**src/rtl/ccr_pkg.sv**
```systemverilog
// Package for the comparator control register bank: addresses, fields, resets
package ccr_pkg;
  // ==========================================
  // Register addresses on the special-function bus
  localparam logic [7:0] CCR_ADDR_CMP1_CTRL = 8'h9a;  // Comparator 1 control
  localparam logic [7:0] CCR_ADDR_CMP1_MODE = 8'h9c;  // Comparator 1 mode
  localparam logic [7:0] CCR_ADDR_CMP0_MODE = 8'h9d;  // Comparator 0 mode
  localparam logic [7:0] CCR_ADDR_CMP1_MUX  = 8'h9f;  // Comparator 1 input select

  // ==========================================
  // Reset values
  localparam logic [7:0] CCR_RST_CTRL = 8'h00;  // Off, flags clear, no hysteresis
  localparam logic [7:0] CCR_RST_MODE = 8'h02;  // Interrupts off, speed mode 2
  localparam logic [7:0] CCR_RST_MUX  = 8'hff;  // Both selects reserved

  // ==========================================
  // Field positions
  localparam int CCR_MODE_RSVD    = 7;  // Reserved, reads zero
  localparam int CCR_MODE_UNUSED  = 6;  // Unused, reads zero
  localparam int CCR_MODE_RISE_EN = 5;  // Rising edge interrupt enable
  localparam int CCR_MODE_FALL_EN = 4;  // Falling edge interrupt enable
  localparam int CCR_MODE_GAP_LSB = 2;  // Unused pair, reads zero
  localparam int CCR_MODE_SPD_LSB = 0;  // Response mode select
  localparam int CCR_CTRL_ON      = 7;  // Comparator enable
  localparam int CCR_CTRL_RESULT  = 6;  // Live result, read only
  localparam int CCR_CTRL_RISE    = 5;  // Sticky rising edge flag
  localparam int CCR_CTRL_FALL    = 4;  // Sticky falling edge flag
  localparam int CCR_CTRL_HYP_LSB = 2;  // Positive hysteresis select
  localparam int CCR_CTRL_HYN_LSB = 0;  // Negative hysteresis select
  localparam int CCR_MUX_INV_LSB  = 4;  // Inverting input select
  localparam int CCR_MUX_NON_LSB  = 0;  // Non-inverting input select

  // Writable bits of a mode register; everything else stores zero
  localparam logic [7:0] CCR_MODE_WMASK = 8'h33;
  localparam logic [7:0] CCR_RD_IDLE    = 8'h00;  // Read data when idle or unmapped

  // ==========================================
  // Encodings
  typedef enum logic [1:0] {
    CCR_SPD_FAST = 2'b00,  // Fastest response
    CCR_SPD_M1   = 2'b01,  // Mode 1
    CCR_SPD_M2   = 2'b10,  // Mode 2
    CCR_SPD_LOW  = 2'b11   // Lowest power
  } ccr_speed_t;

  typedef enum logic [1:0] {
    CCR_HYS_OFF = 2'b00,  // Disabled
    CCR_HYS_5   = 2'b01,  // 5 mV
    CCR_HYS_10  = 2'b10,  // 10 mV
    CCR_HYS_20  = 2'b11   // 20 mV
  } ccr_hyst_t;
endpackage : ccr_pkg

```
**src/rtl/ccr_edge_if.sv**
```systemverilog
// Interface carrying the synchronised comparator result and its edge events
`timescale 1ns/1ns
interface ccr_edge_if;
  logic result;  // Synchronised, enable-gated comparator result
  logic rise;    // One-cycle rising edge event
  logic fall;    // One-cycle falling edge event

  modport det  (output result, output rise, output fall);
  modport user (input result, input rise, input fall);
endinterface : ccr_edge_if

```
**src/rtl/ccr_edge_det.sv**
```systemverilog
// Synchroniser and edge detector for one asynchronous comparator output
`timescale 1ns/1ns
module ccr_edge_det
  import ccr_pkg::*;
(
  input  wire logic core_clk,  // System clock
  input  wire logic rst_n,     // Async reset, active low
  input  wire logic raw_in,    // Raw comparator output, asynchronous
  input  wire logic enable,    // Comparator switched on
  ccr_edge_if.det   ev         // Result and edge events
);

  // ==========================================
  // State
  logic sync1_r, sync1_nxt;  // First stage, read only by the second
  logic sync2_r, sync2_nxt;  // Second stage
  logic prev_r,  prev_nxt;   // Last gated result
  logic live;                // Gated result

  // A switched-off core gives no valid result, so it reads as low
  assign live      = sync2_r & enable;
  assign ev.result = live;
  assign ev.rise   = live & ~prev_r;  // RULE_18
  assign ev.fall   = ~live & prev_r;  // RULE_18

  // Next values
  always_comb begin
    sync1_nxt = raw_in;   // RULE_18
    sync2_nxt = sync1_r;
    prev_nxt  = live;
  end

  // Registers
  always_ff @(posedge core_clk or negedge rst_n) begin
    if (!rst_n) begin
      sync1_r <= 1'b0;
      sync2_r <= 1'b0;
      prev_r  <= 1'b0;
    end else begin
      sync1_r <= sync1_nxt;
      sync2_r <= sync2_nxt;
      prev_r  <= prev_nxt;
    end
  end
endmodule : ccr_edge_det

```
**src/rtl/ccr_regs.sv**
```systemverilog
// Control and status registers for two analog comparators
// Functional notes
// [RULE_01] Mode bit 7 reads zero; write zero
// [RULE_02] Mode bit 6 reads zero, writes ignored
// [RULE_03] Mode bits 3-2 read 00, writes ignored
// [RULE_04] Mode bit 5 enables rising edge interrupt
// [RULE_05] Mode bit 4 enables falling edge interrupt
// [RULE_06] Mode bits 1-0 pick response mode
// [RULE_07] Select bits 7-4 pick inverting input
// [RULE_08] Select bits 3-0 pick non-inverting input
// [RULE_09] Control bit 7 switches comparator on
// [RULE_10] Control bit 6 reads live result
// [RULE_11] Control bit 5 sticky rising edge flag
// [RULE_12] Control bit 4 sticky falling edge flag
// [RULE_13] Control bits 3-2 drive positive hysteresis
// [RULE_14] Control bits 1-0 drive negative hysteresis
// [RULE_15] Flags clear only by software write
// [RULE_16] Disabled comparator drives port output low
// [RULE_17] Software clears flags after settling changes
// [RULE_18] Synchronise output; interrupt on enabled flag
// [RULE_19] Edge wins over same-cycle flag clear
`timescale 1ns/1ns
module ccr_regs
  import ccr_pkg::*;
(
  input  wire logic       core_clk,               // System clock, 50 MHz
  input  wire logic       rst_n,                  // Async reset, active low
  input  wire logic [7:0] sfr_addr,               // Register address
  input  wire logic       sfr_wr,                 // Write strobe, one cycle
  input  wire logic       sfr_rd,                 // Read strobe, one cycle
  input  wire logic [7:0] sfr_wdata,              // Write data
  output logic      [7:0] sfr_rdata,              // Read data, one cycle after strobe
  input  wire logic       cmp1_raw,               // Comparator 1 analog output, async
  input  wire logic       cmp0_rise_flag,         // Comparator 0 rising flag from its control
  input  wire logic       cmp0_fall_flag,         // Comparator 0 falling flag from its control
  output logic            cmp0_irq,               // Comparator 0 interrupt request
  output logic            cmp1_irq,               // Comparator 1 interrupt request
  output logic      [1:0] cmp0_speed_sel,         // Comparator 0 response mode
  output logic      [1:0] cmp1_speed_sel,         // Comparator 1 response mode
  output logic      [3:0] cmp1_inverting_sel,     // Comparator 1 inverting input select
  output logic      [3:0] cmp1_noninverting_sel,  // Comparator 1 non-inverting input select
  output logic            cmp1_on,                // Comparator 1 enable
  output logic      [1:0] cmp1_pos_hyst_sel,      // Comparator 1 positive hysteresis
  output logic      [1:0] cmp1_neg_hyst_sel,      // Comparator 1 negative hysteresis
  output logic            cmp1_port_out           // Comparator 1 output towards port pins
);

  // ==========================================
  // Edge detection
  ccr_edge_if edge1 ();  // Events of comparator 1

  ccr_edge_det u_edge1 (
    .core_clk (core_clk),
    .rst_n    (rst_n),
    .raw_in   (cmp1_raw),
    .enable   (cmp1_on),
    .ev       (edge1.det)
  );

  // ==========================================
  // Register state
  logic [7:0] mode0_r, mode0_nxt;  // Comparator 0 mode
  logic [7:0] mode1_r, mode1_nxt;  // Comparator 1 mode
  logic [7:0] mux1_r,  mux1_nxt;   // Comparator 1 input select
  logic [7:0] ctrl1_r, ctrl1_nxt;  // Comparator 1 control, result bit held zero
  logic [7:0] rdata_r, rdata_nxt;  // Read data
  logic       irq0_r,  irq0_nxt;   // Comparator 0 request
  logic       irq1_r,  irq1_nxt;   // Comparator 1 request
  logic       port_r,  port_nxt;   // Port output copy

  // Decoded writes
  logic wr_mode0;  // Write to comparator 0 mode
  logic wr_mode1;  // Write to comparator 1 mode
  logic wr_mux1;   // Write to input select
  logic wr_ctrl1;  // Write to control

  assign wr_mode0 = sfr_wr && (sfr_addr == CCR_ADDR_CMP0_MODE);
  assign wr_mode1 = sfr_wr && (sfr_addr == CCR_ADDR_CMP1_MODE);
  assign wr_mux1  = sfr_wr && (sfr_addr == CCR_ADDR_CMP1_MUX);
  assign wr_ctrl1 = sfr_wr && (sfr_addr == CCR_ADDR_CMP1_CTRL);

  // ==========================================
  // Configuration next values
  always_comb begin
    mode0_nxt = mode0_r;
    mode1_nxt = mode1_r;
    mux1_nxt  = mux1_r;
    // Unused and reserved bits are masked so they never store a one
    if (wr_mode0) begin
      mode0_nxt = sfr_wdata & CCR_MODE_WMASK;  // RULE_01 RULE_02 RULE_03
    end
    if (wr_mode1) begin
      mode1_nxt = sfr_wdata & CCR_MODE_WMASK;  // RULE_01 RULE_02 RULE_03
    end
    // Reserved mux codes are stored as written; the analog mux treats them as open
    if (wr_mux1) begin
      mux1_nxt = sfr_wdata;  // RULE_07 RULE_08
    end
  end

  // ==========================================
  // Control next value, flags included
  always_comb begin
    ctrl1_nxt = ctrl1_r;
    if (wr_ctrl1) begin
      // Software may set or clear the flags; the result bit is never stored
      ctrl1_nxt = sfr_wdata;                 // RULE_09 RULE_13 RULE_14
      ctrl1_nxt[CCR_CTRL_RESULT] = 1'b0;     // RULE_10
    end
    // Hardware only ever sets flags, and after the write so an edge wins a clear
    if (edge1.rise) begin
      ctrl1_nxt[CCR_CTRL_RISE] = 1'b1;       // RULE_11 RULE_15 RULE_19
    end
    if (edge1.fall) begin
      ctrl1_nxt[CCR_CTRL_FALL] = 1'b1;       // RULE_12 RULE_15 RULE_19
    end
  end

  // ==========================================
  // Output and read next values
  always_comb begin
    // Request stays high as long as an enabled flag stays set
    irq0_nxt = (cmp0_rise_flag && mode0_r[CCR_MODE_RISE_EN])
             || (cmp0_fall_flag && mode0_r[CCR_MODE_FALL_EN]);  // RULE_04 RULE_05 RULE_18
    irq1_nxt = (ctrl1_r[CCR_CTRL_RISE] && mode1_r[CCR_MODE_RISE_EN])
             || (ctrl1_r[CCR_CTRL_FALL] && mode1_r[CCR_MODE_FALL_EN]);  // RULE_04 RULE_05 RULE_18
    // Disabled comparator presents a low output
    port_nxt = edge1.result && ctrl1_r[CCR_CTRL_ON];  // RULE_16
    rdata_nxt = CCR_RD_IDLE;
    if (sfr_rd) begin
      case (sfr_addr)
        CCR_ADDR_CMP0_MODE: begin
          rdata_nxt = mode0_r;  // RULE_01 RULE_02 RULE_03
        end
        CCR_ADDR_CMP1_MODE: begin
          rdata_nxt = mode1_r;  // RULE_01 RULE_02 RULE_03
        end
        CCR_ADDR_CMP1_MUX: begin
          rdata_nxt = mux1_r;
        end
        CCR_ADDR_CMP1_CTRL: begin
          rdata_nxt = ctrl1_r;
          rdata_nxt[CCR_CTRL_RESULT] = edge1.result;  // RULE_10
        end
        default: begin
          rdata_nxt = CCR_RD_IDLE;  // Unmapped address reads zero
        end
      endcase
    end
  end

  // ==========================================
  // Registers
  always_ff @(posedge core_clk or negedge rst_n) begin
    if (!rst_n) begin
      mode0_r <= CCR_RST_MODE;
      mode1_r <= CCR_RST_MODE;
      mux1_r  <= CCR_RST_MUX;
      ctrl1_r <= CCR_RST_CTRL;
      rdata_r <= CCR_RD_IDLE;
      irq0_r  <= 1'b0;
      irq1_r  <= 1'b0;
      port_r  <= 1'b0;
    end else begin
      mode0_r <= mode0_nxt;
      mode1_r <= mode1_nxt;
      mux1_r  <= mux1_nxt;
      ctrl1_r <= ctrl1_nxt;
      rdata_r <= rdata_nxt;
      irq0_r  <= irq0_nxt;
      irq1_r  <= irq1_nxt;
      port_r  <= port_nxt;
    end
  end

  // ==========================================
  // Outputs, all straight from flops
  assign sfr_rdata             = rdata_r;
  assign cmp0_irq              = irq0_r;
  assign cmp1_irq              = irq1_r;
  assign cmp0_speed_sel        = mode0_r[CCR_MODE_SPD_LSB +: 2];  // RULE_06
  assign cmp1_speed_sel        = mode1_r[CCR_MODE_SPD_LSB +: 2];  // RULE_06
  assign cmp1_inverting_sel    = mux1_r[CCR_MUX_INV_LSB +: 4];    // RULE_07
  assign cmp1_noninverting_sel = mux1_r[CCR_MUX_NON_LSB +: 4];    // RULE_08
  assign cmp1_on               = ctrl1_r[CCR_CTRL_ON];            // RULE_09
  assign cmp1_pos_hyst_sel     = ctrl1_r[CCR_CTRL_HYP_LSB +: 2];  // RULE_13
  assign cmp1_neg_hyst_sel     = ctrl1_r[CCR_CTRL_HYN_LSB +: 2];  // RULE_14
  assign cmp1_port_out         = port_r;                          // RULE_16

  // ==========================================
  // Checks
  logic rd_mode_q;  // Last cycle read a mode register
  always_ff @(posedge core_clk or negedge rst_n) begin
    if (!rst_n) begin
      rd_mode_q <= 1'b0;
    end else begin
      rd_mode_q <= sfr_rd && (sfr_addr == CCR_ADDR_CMP0_MODE || sfr_addr == CCR_ADDR_CMP1_MODE);
    end
  end
endmodule : ccr_regs

```
**config.mk**
```make
export PLATFORM = sky130hd
export DESIGN_NAME = ccr_regs
export DESIGN_NICKNAME = d
export VERILOG_FILES = /design/src/rtl/ccr_pkg.sv /design/src/rtl/ccr_edge_if.sv /design/src/rtl/ccr_edge_det.sv /design/src/rtl/ccr_regs.sv
export SDC_FILE = /design/constraint.sdc
export NUM_CORES = 1
export LEC_CHECK = 0
export ABC_AREA = 1
export BUFFER_PORTS_ARGS = -buffer_cell sky130_fd_sc_hd__buf_4
export CORE_ASPECT_RATIO = 0.6
export CORE_MARGIN = 10
export CORE_UTILIZATION = 35
export DETAILED_ROUTE_END_ITERATION = 8
export HOLD_SLACK_MARGIN = 0.06
export PLACE_DENSITY = 0.61
export REMOVE_ABC_BUFFERS = 1
export SLEW_MARGIN = 30
export SYNTH_ARGS = -nofsm -noshare
export SYNTH_HDL_FRONTEND = slang
export SYNTH_HIERARCHICAL = 1
export SYNTH_SLANG_ARGS = --single-unit
```
**constraint.sdc**
```tcl
create_clock -name core_clk -period 2.2 [get_ports core_clk]
set_input_delay 0.22 -clock core_clk [delete_from_list [all_inputs] [get_ports core_clk]]
set_output_delay 0.22 -clock core_clk [all_outputs]
set_load 0.02 [all_outputs]
```
==> results.py, run 1 <==
metrics = {
    "floorplan": {
        "fp-row-count": 19,
        "io_pins": 51,
        "die_h_um": 75.1,
        "fp.dieW_um": 112,
        "start_util_pct": 37.5,
        "dieArea_mm2": 0.00840,
        "coreArea_mm2": 0.00473,
    },
    "route": {
        "antenna_left": 0,
        "vias": 1410,
        "wl_per_cell_um": 14.2,
        "routed_wirelength_um": 4350,
        "drc": 0,
        "dr.pass1.iters": 4,
        "dr.first_iter.drc_count": 72,
        "via_per_inst": 4.59,
    },
    "min_path": {
        "min_path_cells": 3,
        "min_path_type": "input port to flip-flop",
        "hold_start": "sfr_wdata[2]",
        "hold_end": "mux1_r[2]$_DFFE_PN1P_",
    },
    "pwr": {
        "worst_ir_drop_vdd_mv": 0.294,
        "p_leak_uw": 0.00117,
        "powerDensity_mw_per_mm2": 689,
    },
    "sta": {
        "slew_violations": 0,
        "clock_skew_ns": 0.00471,
        "tns_ns": 0,
        "maxSlewHeadroom_pct": 69.5,
        "hold_viol_final": 0,
        "tightest_slew_ns": 0.457,
        "layout_min_cycle_time_ns": 1.22,
        "setup_violations": 0,
        "rsz0062_at_grt": "no",
        "fin_crit_sh_pct": 55.4,
        "fmax_ghz": 0.820,
    },
    "cts": {
        "cts_max_level": 2,
        "cts_buffers": 5,
        "clk_pin_slew_ns": 0.07,
        "cts_resized": 0,
        "clk-insertion-delay-late_ns": 0.28,
        "root_buffer": "clkbuf_8",
        "cts_tree": "built",
        "cts.sinks": 37,
        "cts_max_path_buffers": 2,
    },
    "cells_and_area": {
        "fin_nets": 266,
        "insertedDiodeCount": 0,
        "final_cell_mix": "nand2_1, buf_4, dfrtp_1, nand3_1, inv_1",
        "nFillCells": 461,
        "drive_above_1_share_pct": 34.0,
        "area_growth_pct": 28.5,
        "design_area_mm2": 0.00228,
        "post-route-util_pct": 48.1,
    },
    "run_status": {
        "status": "finished, final reports clean",
    },
    "worst_setup_path": {
        "reg2reg_depth": 4,
        "critPathKind": "flip-flop to output port",
        "max_stage_delay_ns": 0.57,
        "path_cells": "buf_4",
        "cpLargestDelayFamily": "flip-flops",
        "crit_path_end_kind": "output port",
        "required_ns": 1.98,
        "r2r_slack_ns": 1.24,
        "cp_max_fo": 3,
        "start_kind": "flip-flop",
        "cp_slowest_cell": "dfstp_2",
        "regToRegEndpoint": "sfr_rdata[6]$_DFF_PN0_",
        "path_buf_inv": 1,
        "crit_arrival_ns": 1.00,
        "worst-path-stages": 1,
        "r2r_start": "ctrl1_r[7]$_DFFE_PN0P_",
    },
    "placed_design": {
        "dpl_cell_area_mm2": 0.00214,
        "hpwl_um": 3460,
        "gp_congestion": 0.803,
        "port_buffers": 50,
    },
    "synthesis": {
        "synth-seq-cells": 37,
        "ys_seq_area_share_pct": 53.0,
        "postSynthCellCount": 194,
        "synth.avg_cell_area_um2": 9.13,
        "synth_top_area_share_pct": 38.1,
        "yosysTopAreaCell": "dfrtp_1",
        "netlist_area_mm2": 0.00177,
        "yosysWarnings": 6,
        "synth_cell_types": 18,
        "synth_area_leaders": "dfrtp_1, dfstp_2, nand2_1",
    },
    "global_route": {
        "grt_usage_pct": 10.8,
        "grt_overflow": 0,
        "antenna_found_initial": 0,
        "grt_pass1_wl_um": 7400,
        "grt_max_degree": 38,
        "grt_pass1_vias": 1427,
    },
    "flow_run": {
        "drv_cap": 0,
    },
}
## worst max path at each step
| stage | slack, ns | endpoint | start |
|---|---|---|---|
| 4_1_cts | 0.97 | cmp0_speed_sel[1] | mode0_r[1]$_DFFE_PN1P_ |
| 3_3_place_gp | 0.79 | ctrl1_r[1]$_DFFE_PN0P_ | sfr_addr[6] |
| 2_1_floorplan | 0.89 | ctrl1_r[0]$_DFFE_PN0P_ | sfr_addr[6] |
| 5_1_grt | 0.90 | sfr_rdata[1]$_DFF_PN0_ | sfr_addr[6] |
| 3_5_place_dp | 0.76 | ctrl1_r[0]$_DFFE_PN0P_ | sfr_addr[5] |
| 6_report | 0.98 | cmp0_speed_sel[1] | mode0_r[1]$_DFFE_PN1P_ |
## flip-flops by register name (all words and copies together) (netlist names)
| register | flops |
|---|---|
| u_edge1/prev_r | 1 |
| sfr_rdata | 8 |
| ctrl1_r | 7 |
| cmp0_irq | 1 |
| mode0_r | 4 |
| mode1_r | 4 |
| u_edge1/sync2_r | 1 |
| mux1_r | 8 |
| cmp1_port_out | 1 |
| cmp1_irq | 1 |
| u_edge1/sync1_r | 1 |
## layer usage
metal,share of wire [%],GRT usage (%),vias up
met2,37,14.5,53
met3,9.3,4.44,3
met4,0.34,2.13,0
met5,0,0,-
li1,-,-,708
met1,53,15.6,646
## Yosys cell counts
cell type,n
nor2_8,1
inv_1,19
nand2_1,51
o21ai_0,14
buf_4,8
o21a_1,8
nand2_2,2
dfstp_2,10
nand3_1,21
nor2_4,7
o21ai_2,2
a21oi_1,5
a22o_1,2
buf_6,3
inv_4,1
nand2_4,2
nor2_1,11
dfrtp_1,27
## cell families after synthesis
kind of cell / count (synthesis) / synth area share [%]
AOI/OAI and AO/OA: 31 / 10.7
buffers and inverters: 31 / 9.68
DFF: 37 / 53.0
and+or+nand+nor: 95 / 26.6
## through the flow
stage	std cells	hold slack [ns]	worst slack, ns	power (uW)
4_1_cts	307	0.147	0.969	1590
3_3_place_gp	297	0.207	0.787	978
3_5_place_dp	297	0.203	0.759	979
6_report	307	0.152	0.981	1570
5_1_grt	307	0.139	0.895	1640
2_1_floorplan	183	-0.0756	0.890	867
## worst register-to-register path, cell delays in order, from the launching register on
cell and delay, ns:
dfrtp_1 0.45, nand2_1 0.10, inv_1 0.12, nand2_1 0.09, a21oi_1 0.13
## where the power goes
group / total, uW / leakage, uW / switching (uW) / internal [uW]
registers: 772 / 0.000460 / 38.2 / 734
logic: 193 / 0.000656 / 108 / 85.5
clock network: 603 / 0.0000585 / 233 / 370
total: 1570 / 0.00117 / 379 / 1190
## final cells by class
| class | instances | area, um^2 | share of cell area, % |
|---|---|---|---|
| clock buffers | 7 | 86.3 | 3.79 |
| clock inverters | 1 | 30.0 | 1.32 |
| inverters | 20 | 77.6 | 3.41 |
| multi-input cells | 126 | 662 | 29.1 |
| flip-flops and latches | 37 | 938 | 41.2 |
| well taps | 63 | 78.8 | 3.46 |
| repair buffers | 53 | 403 | 17.7 |
## timing repair
item / 4_1_cts / 5_1_grt
buffers inserted: 0 / 0
endpoints found under the hold margin: 28 / 0
hold buffers: 2 / 0
setup endpoints to repair: 0 / 0
(Power assumes the default switching activity.)
==> run 2: changes to the inputs <==
Clock period 2.2 ns to 1.14 ns, I/O delays scaled along.
==> run 2 against run 1 <==
Effect of this change: highest routed layer is now met3; clock-buffer cell count is 1 lower; sequential power is 93% higher; largest power group unchanged; hold slack worse by 0.063 ns; design area is 7.0% higher; critical path type unchanged; core utilization is 3.4 points higher; clock power is 99% higher.
==> results.py, run 2 (synthesis results as in run 1) <==
metrics = {
    "run_status": {
        "status": "finished, final reports clean",
    },
    "worst_setup_path": {
        "critPathCapture": "cmp1_inverting_sel[0]",
        "start_kind": "flip-flop",
        "reg2reg_depth": 4,
        "cp_max_fo": 3,
        "critPathLaunch": "mux1_r[4]$_DFFE_PN1P_",
        "worst-path-stages": 1,
        "r2r_start": "ctrl1_r[7]$_DFFE_PN0P_",
        "critPathKind": "flip-flop to output port",
        "crit_arrival_ns": 0.99,
        "path_buf_inv": 1,
        "cpLargestDelayFamily": "flip-flops",
        "regToRegEndpoint": "sfr_rdata[6]$_DFF_PN0_",
        "required_ns": 1.03,
        "max_stage_delay_ns": 0.56,
        "crit_path_end_kind": "output port",
        "r2r_slack_ns": 0.14,
        "path_cells": "buf_4",
        "cp_slowest_cell": "dfstp_2",
    },
    "route": {
        "wl_per_cell_um": 13.9,
        "via_per_inst": 4.46,
        "routed_wirelength_um": 4490,
        "dr.first_iter.drc_count": 52,
        "vias": 1439,
        "dr.pass1.iters": 4,
        "drc": 0,
        "antenna_left": 0,
    },
    "sta": {
        "layout_min_cycle_time_ns": 1.11,
        "finalWorstSetupSlack_ns": 0.0320,
        "setup_violations": 0,
        "holdWs_ns": 0.0890,
        "tns_ns": 0,
        "clock_skew_ns": 0.00480,
        "maxSlewHeadroom_pct": 68.9,
        "tightest_slew_ns": 0.466,
        "slew_violations": 0,
        "fin_crit_sh_pct": 97.2,
        "rsz0062_at_grt": "no",
        "hold_viol_final": 0,
        "fmax_ghz": 0.903,
    },
    "flow_run": {
        "drv_cap": 0,
    },
    "global_route": {
        "grt_overflow": 0,
        "grt_max_degree": 38,
        "antenna_found_initial": 0,
        "grt_usage_pct": 10.8,
        "grt_pass1_vias": 1414,
        "grt_pass1_wl_um": 7320,
    },
    "cells_and_area": {
        "nFillCells": 466,
        "post-route-util_pct": 51.5,
        "multi_input_area_um2": 662,
        "fin_nets": 282,
        "final_cell_mix": "buf_4, nand2_1, dfrtp_1, nand3_1, inv_1",
        "seqCellArea_um2": 938,
        "final_common_cell": "buf_4",
        "area_growth_pct": 37.5,
        "fin_cells": 323,
        "drive_above_1_share_pct": 35.4,
        "insertedDiodeCount": 0,
    },
    "floorplan": {
        "coreArea_mm2": 0.00473,
        "start_util_pct": 37.5,
        "die_h_um": 75.1,
        "fp-row-count": 19,
        "dieArea_mm2": 0.00840,
        "io_pins": 51,
        "fp.dieW_um": 112,
    },
    "min_path": {
        "min_path_cells": 3,
        "min_path_type": "input port to flip-flop",
    },
    "cts": {
        "cts_max_level": 2,
        "cts_max_path_buffers": 2,
        "clk-insertion-delay-late_ns": 0.29,
        "cts.sinks": 37,
        "root_buffer": "clkbuf_8",
        "clk_pin_slew_ns": 0.08,
        "cts_tree": "built",
        "cts_buffers": 5,
    },
    "pwr": {
        "powerDensity_mw_per_mm2": 1270,
        "p_leak_uw": 0.00125,
        "worst_ir_drop_vdd_mv": 0.700,
    },
    "placed_design": {
        "placedCellCount": 304,
        "dp_slack_ns": -0.0759,
        "gp_congestion": 0.811,
        "hpwl_um": 3500,
        "port_buffers": 50,
    },
}
-- run 2: how the worst min path moves through the flow --
stage            from                endpoint
4_1_cts        sfr_rd  sfr_rdata[3]$_DFF_PN0_
3_5_place_dp    rst_n  sfr_rdata[3]$_DFF_PN0_
6_report       sfr_rd  sfr_rdata[3]$_DFF_PN0_
5_1_grt        sfr_rd  sfr_rdata[3]$_DFF_PN0_
3_3_place_gp    rst_n  sfr_rdata[2]$_DFF_PN0_
2_1_floorplan   rst_n      cmp0_irq$_DFF_PN0_
-- run 2: through the flow --
| stage | cell area [um^2] | power [uW] |
|---|---|---|
| final | 2440 | 3100 |
| after detailed placement | 2200 | 1900 |
| after CTS | 2420 | 3120 |
| after global placement | 2200 | 1890 |
| after floorplan | 1680 | 1670 |
| after global routing | 2440 | 3230 |
-- run 2: power by group --
group	leakage, uW	internal, uW	switching (uW)
clock network	0.0000574	712	488
registers	0.000460	1420	74.6
logic	0.000734	194	216
-- run 2: timing repair --
item,in CTS,in global routing
hold buffers,10,0
gates resized for setup,0,1
endpoints found under the setup margin,0,2
buffers inserted,0,1
endpoints found under the hold margin,38,0
-- run 2: area by class of cell --
class	instances	area share, %
multi-input combinational	126	27.2
timing repair buffer	69	23.0
inverter	20	3.18
clock inverter	2	1.54
sequential	37	38.5
tap	63	3.24
clock buffer	6	3.39
-- run 2: routing by layer --
metal / routed length, um / vias up / track usage (%)
met5: 0 / - / 0
met4: 0 / 0 / 2.13
met3: 426 / 0 / 4.52
met2: 1690 / 48 / 14.5
met1: 2380 / 647 / 15.6
li1: - / 744 / -
==> run 3: changes to the inputs <==
Clock period 1.14 ns to 1.1 ns, I/O delays scaled along.
==> run 3 against run 2 <==
Effect of this change: sequential power up 3%; design area increased by 1.7%; die area unchanged; clock skew up 0.0018 ns; combinational power grew 13%; cell count increased by 1.5%; routed wire length up 2.7%; clock-buffer cell count increased by 1; hold slack lost 0.0019 ns; via count up 3.0%.
==> results.py, run 3 (synthesis results as in run 1) <==
metrics = {
    "cts": {
        "clk_pin_slew_ns": 0.07,
        "cts_max_path_buffers": 2,
        "clk-insertion-delay-late_ns": 0.29,
        "root_buffer": "clkbuf_8",
        "cts.sinks": 37,
        "cts_tree": "built",
        "cts_max_level": 2,
        "cts_buffers": 5,
    },
    "route": {
        "drc": 0,
        "vias": 1482,
        "antenna_left": 0,
        "wl_per_cell_um": 14.1,
        "via_per_inst": 4.52,
        "dr.pass1.iters": 4,
        "dr.first_iter.drc_count": 84,
        "routed_wirelength_um": 4620,
    },
    "sta": {
        "slew_violations": 0,
        "clock_skew_ns": 0.00659,
        "tns_ns": 0,
        "fmax_ghz": 0.924,
        "setup_violations": 0,
        "tightest_slew_ns": 0.472,
        "layout_min_cycle_time_ns": 1.08,
        "fin_crit_sh_pct": 98.4,
        "rsz0062_at_grt": "yes",
        "hold_viol_final": 0,
        "maxSlewHeadroom_pct": 68.5,
        "holdWs_ns": 0.0871,
    },
    "flow_run": {
        "drv_cap": 0,
    },
    "pwr": {
        "p_leak_uw": 0.00128,
        "p_comb_share_pct": 15.6,
        "powerDensity_mw_per_mm2": 1200,
        "clockPowerShare_pct": 32.5,
        "worst_ir_drop_vdd_mv": 0.520,
        "p_int_uw": 2200,
        "swShare_pct": 26.1,
        "sequentialPowerShare_pct": 51.9,
        "power.total_uw": 2970,
        "power.switching_uw": 775,
    },
    "cells_and_area": {
        "final_cell_mix": "buf_4, nand2_1, dfrtp_1, nand3_1, inv_1",
        "nFillCells": 455,
        "final_common_cell": "buf_4",
        "multi_input_area_um2": 662,
        "fin_cells": 328,
        "drive_above_1_share_pct": 36.2,
        "fin_nets": 288,
        "seqCellArea_um2": 938,
        "insertedDiodeCount": 0,
        "area_growth_pct": 39.8,
    },
    "worst_setup_path": {
        "crit_arrival_ns": 0.97,
        "max_stage_delay_ns": 0.56,
        "reg2reg_depth": 5,
        "worst-path-stages": 1,
        "cpLargestDelayFamily": "flip-flops",
        "r2r_slack_ns": 0.06,
        "required_ns": 0.99,
        "critPathKind": "flip-flop to output port",
        "path_cells": "buf_6",
        "critPathLaunch": "mux1_r[2]$_DFFE_PN1P_",
        "start_kind": "flip-flop",
        "r2r_start": "mode1_r[1]$_DFFE_PN1P_",
        "critPathCapture": "cmp1_noninverting_sel[2]",
        "path_buf_inv": 1,
        "cp_max_fo": 3,
        "crit_path_end_kind": "output port",
        "cp_slowest_cell": "dfstp_2",
        "regToRegEndpoint": "sfr_rdata[1]$_DFF_PN0_",
    },
    "global_route": {
        "grt_overflow": 0,
        "grt_pass1_vias": 1481,
        "grt_max_degree": 38,
        "antenna_found_initial": 0,
        "grt_usage_pct": 11.4,
        "grt_pass1_wl_um": 7540,
    },
    "floorplan": {
        "start_util_pct": 37.5,
        "fp-row-count": 19,
        "coreArea_mm2": 0.00473,
        "fp.dieW_um": 112,
        "die_h_um": 75.1,
        "dieArea_mm2": 0.00840,
        "io_pins": 51,
    },
    "run_status": {
        "status": "finished, final reports clean",
    },
    "placed_design": {
        "placedCellCount": 304,
        "gp_congestion": 0.811,
        "hpwl_um": 3510,
        "port_buffers": 50,
    },
    "min_path": {
        "min_path_type": "input port to flip-flop",
    },
}
==> run 3: changes by cell type in the layout (fill, tap and decap cells not counted), sizes merged <==
cell and delta:
clkinvlp -1, buf +6, bufinv -1, clkbuf +1
==> run 3: layout make-up <==
class                      count  share of cell area (%)
multi-input combinational    126                    26.7
clock buffer                   7                    3.48
timing repair buffer          75                    25.6
inverter                      20                    3.13
sequential                    37                    37.9
tap                           63                    3.18
==> run 3: per-layer routing <==
layer,up-vias,track usage (%),share of wire [%]
met4,0,3.97,0.95
met3,7,5.08,8.4
li1,752,-,-
met5,-,0,0
met1,678,16.2,53
met2,45,14.7,38
==> run 3: stage by stage <==
stage,area (um^2),utilization (%),setup WS [ns]
floorplan,1680,-,-0.0997
global placement,2200,46.6,-0.0928
global route,2480,52.4,-0.0164
detailed placement,2200,46.6,-0.112
finish,2480,52.4,0.0181
CTS,2450,51.7,0.00527
==> run 3: power groups by stage <==
stage	Combinational, uW	Clock, uW	Sequential (uW)
after global placement	395	0	1570
after floorplan	130	0	1600
after CTS	459	983	1540
after global routing	514	1040	1550
after detailed placement	401	0	1570
final	464	966	1540
==> run 3: worst min path at each step <==
stage | startpoint | to | slack (ns) | cells past startpoint
floorplan | rst_n | cmp0_irq$_DFF_PN0_ | -0.19 | 0
global placement | rst_n | sfr_rdata[3]$_DFF_PN0_ | 0.09 | 1
detailed placement | rst_n | sfr_rdata[3]$_DFF_PN0_ | 0.10 | 1
CTS | sfr_rd | sfr_rdata[3]$_DFF_PN0_ | 0.09 | 3
global route | sfr_rd | sfr_rdata[2]$_DFF_PN0_ | 0.1 | 3
finish | sfr_rd | sfr_rdata[3]$_DFF_PN0_ | 0.09 | 3
==> run 3: timing repair <==
item | in CTS | in global routing
setup buffers | 6 | 1
setup endpoints to repair | 8 | 10
resized for setup | 3 | 6
hold buffers | 10 | 0
hold endpoints to repair | 38 | 0
==> run 3: tightest hold or removal path, stage by stage <==
cell and delay, ns:
buf_4 0.11, nand2_1 0.08, nor2_1 0.04
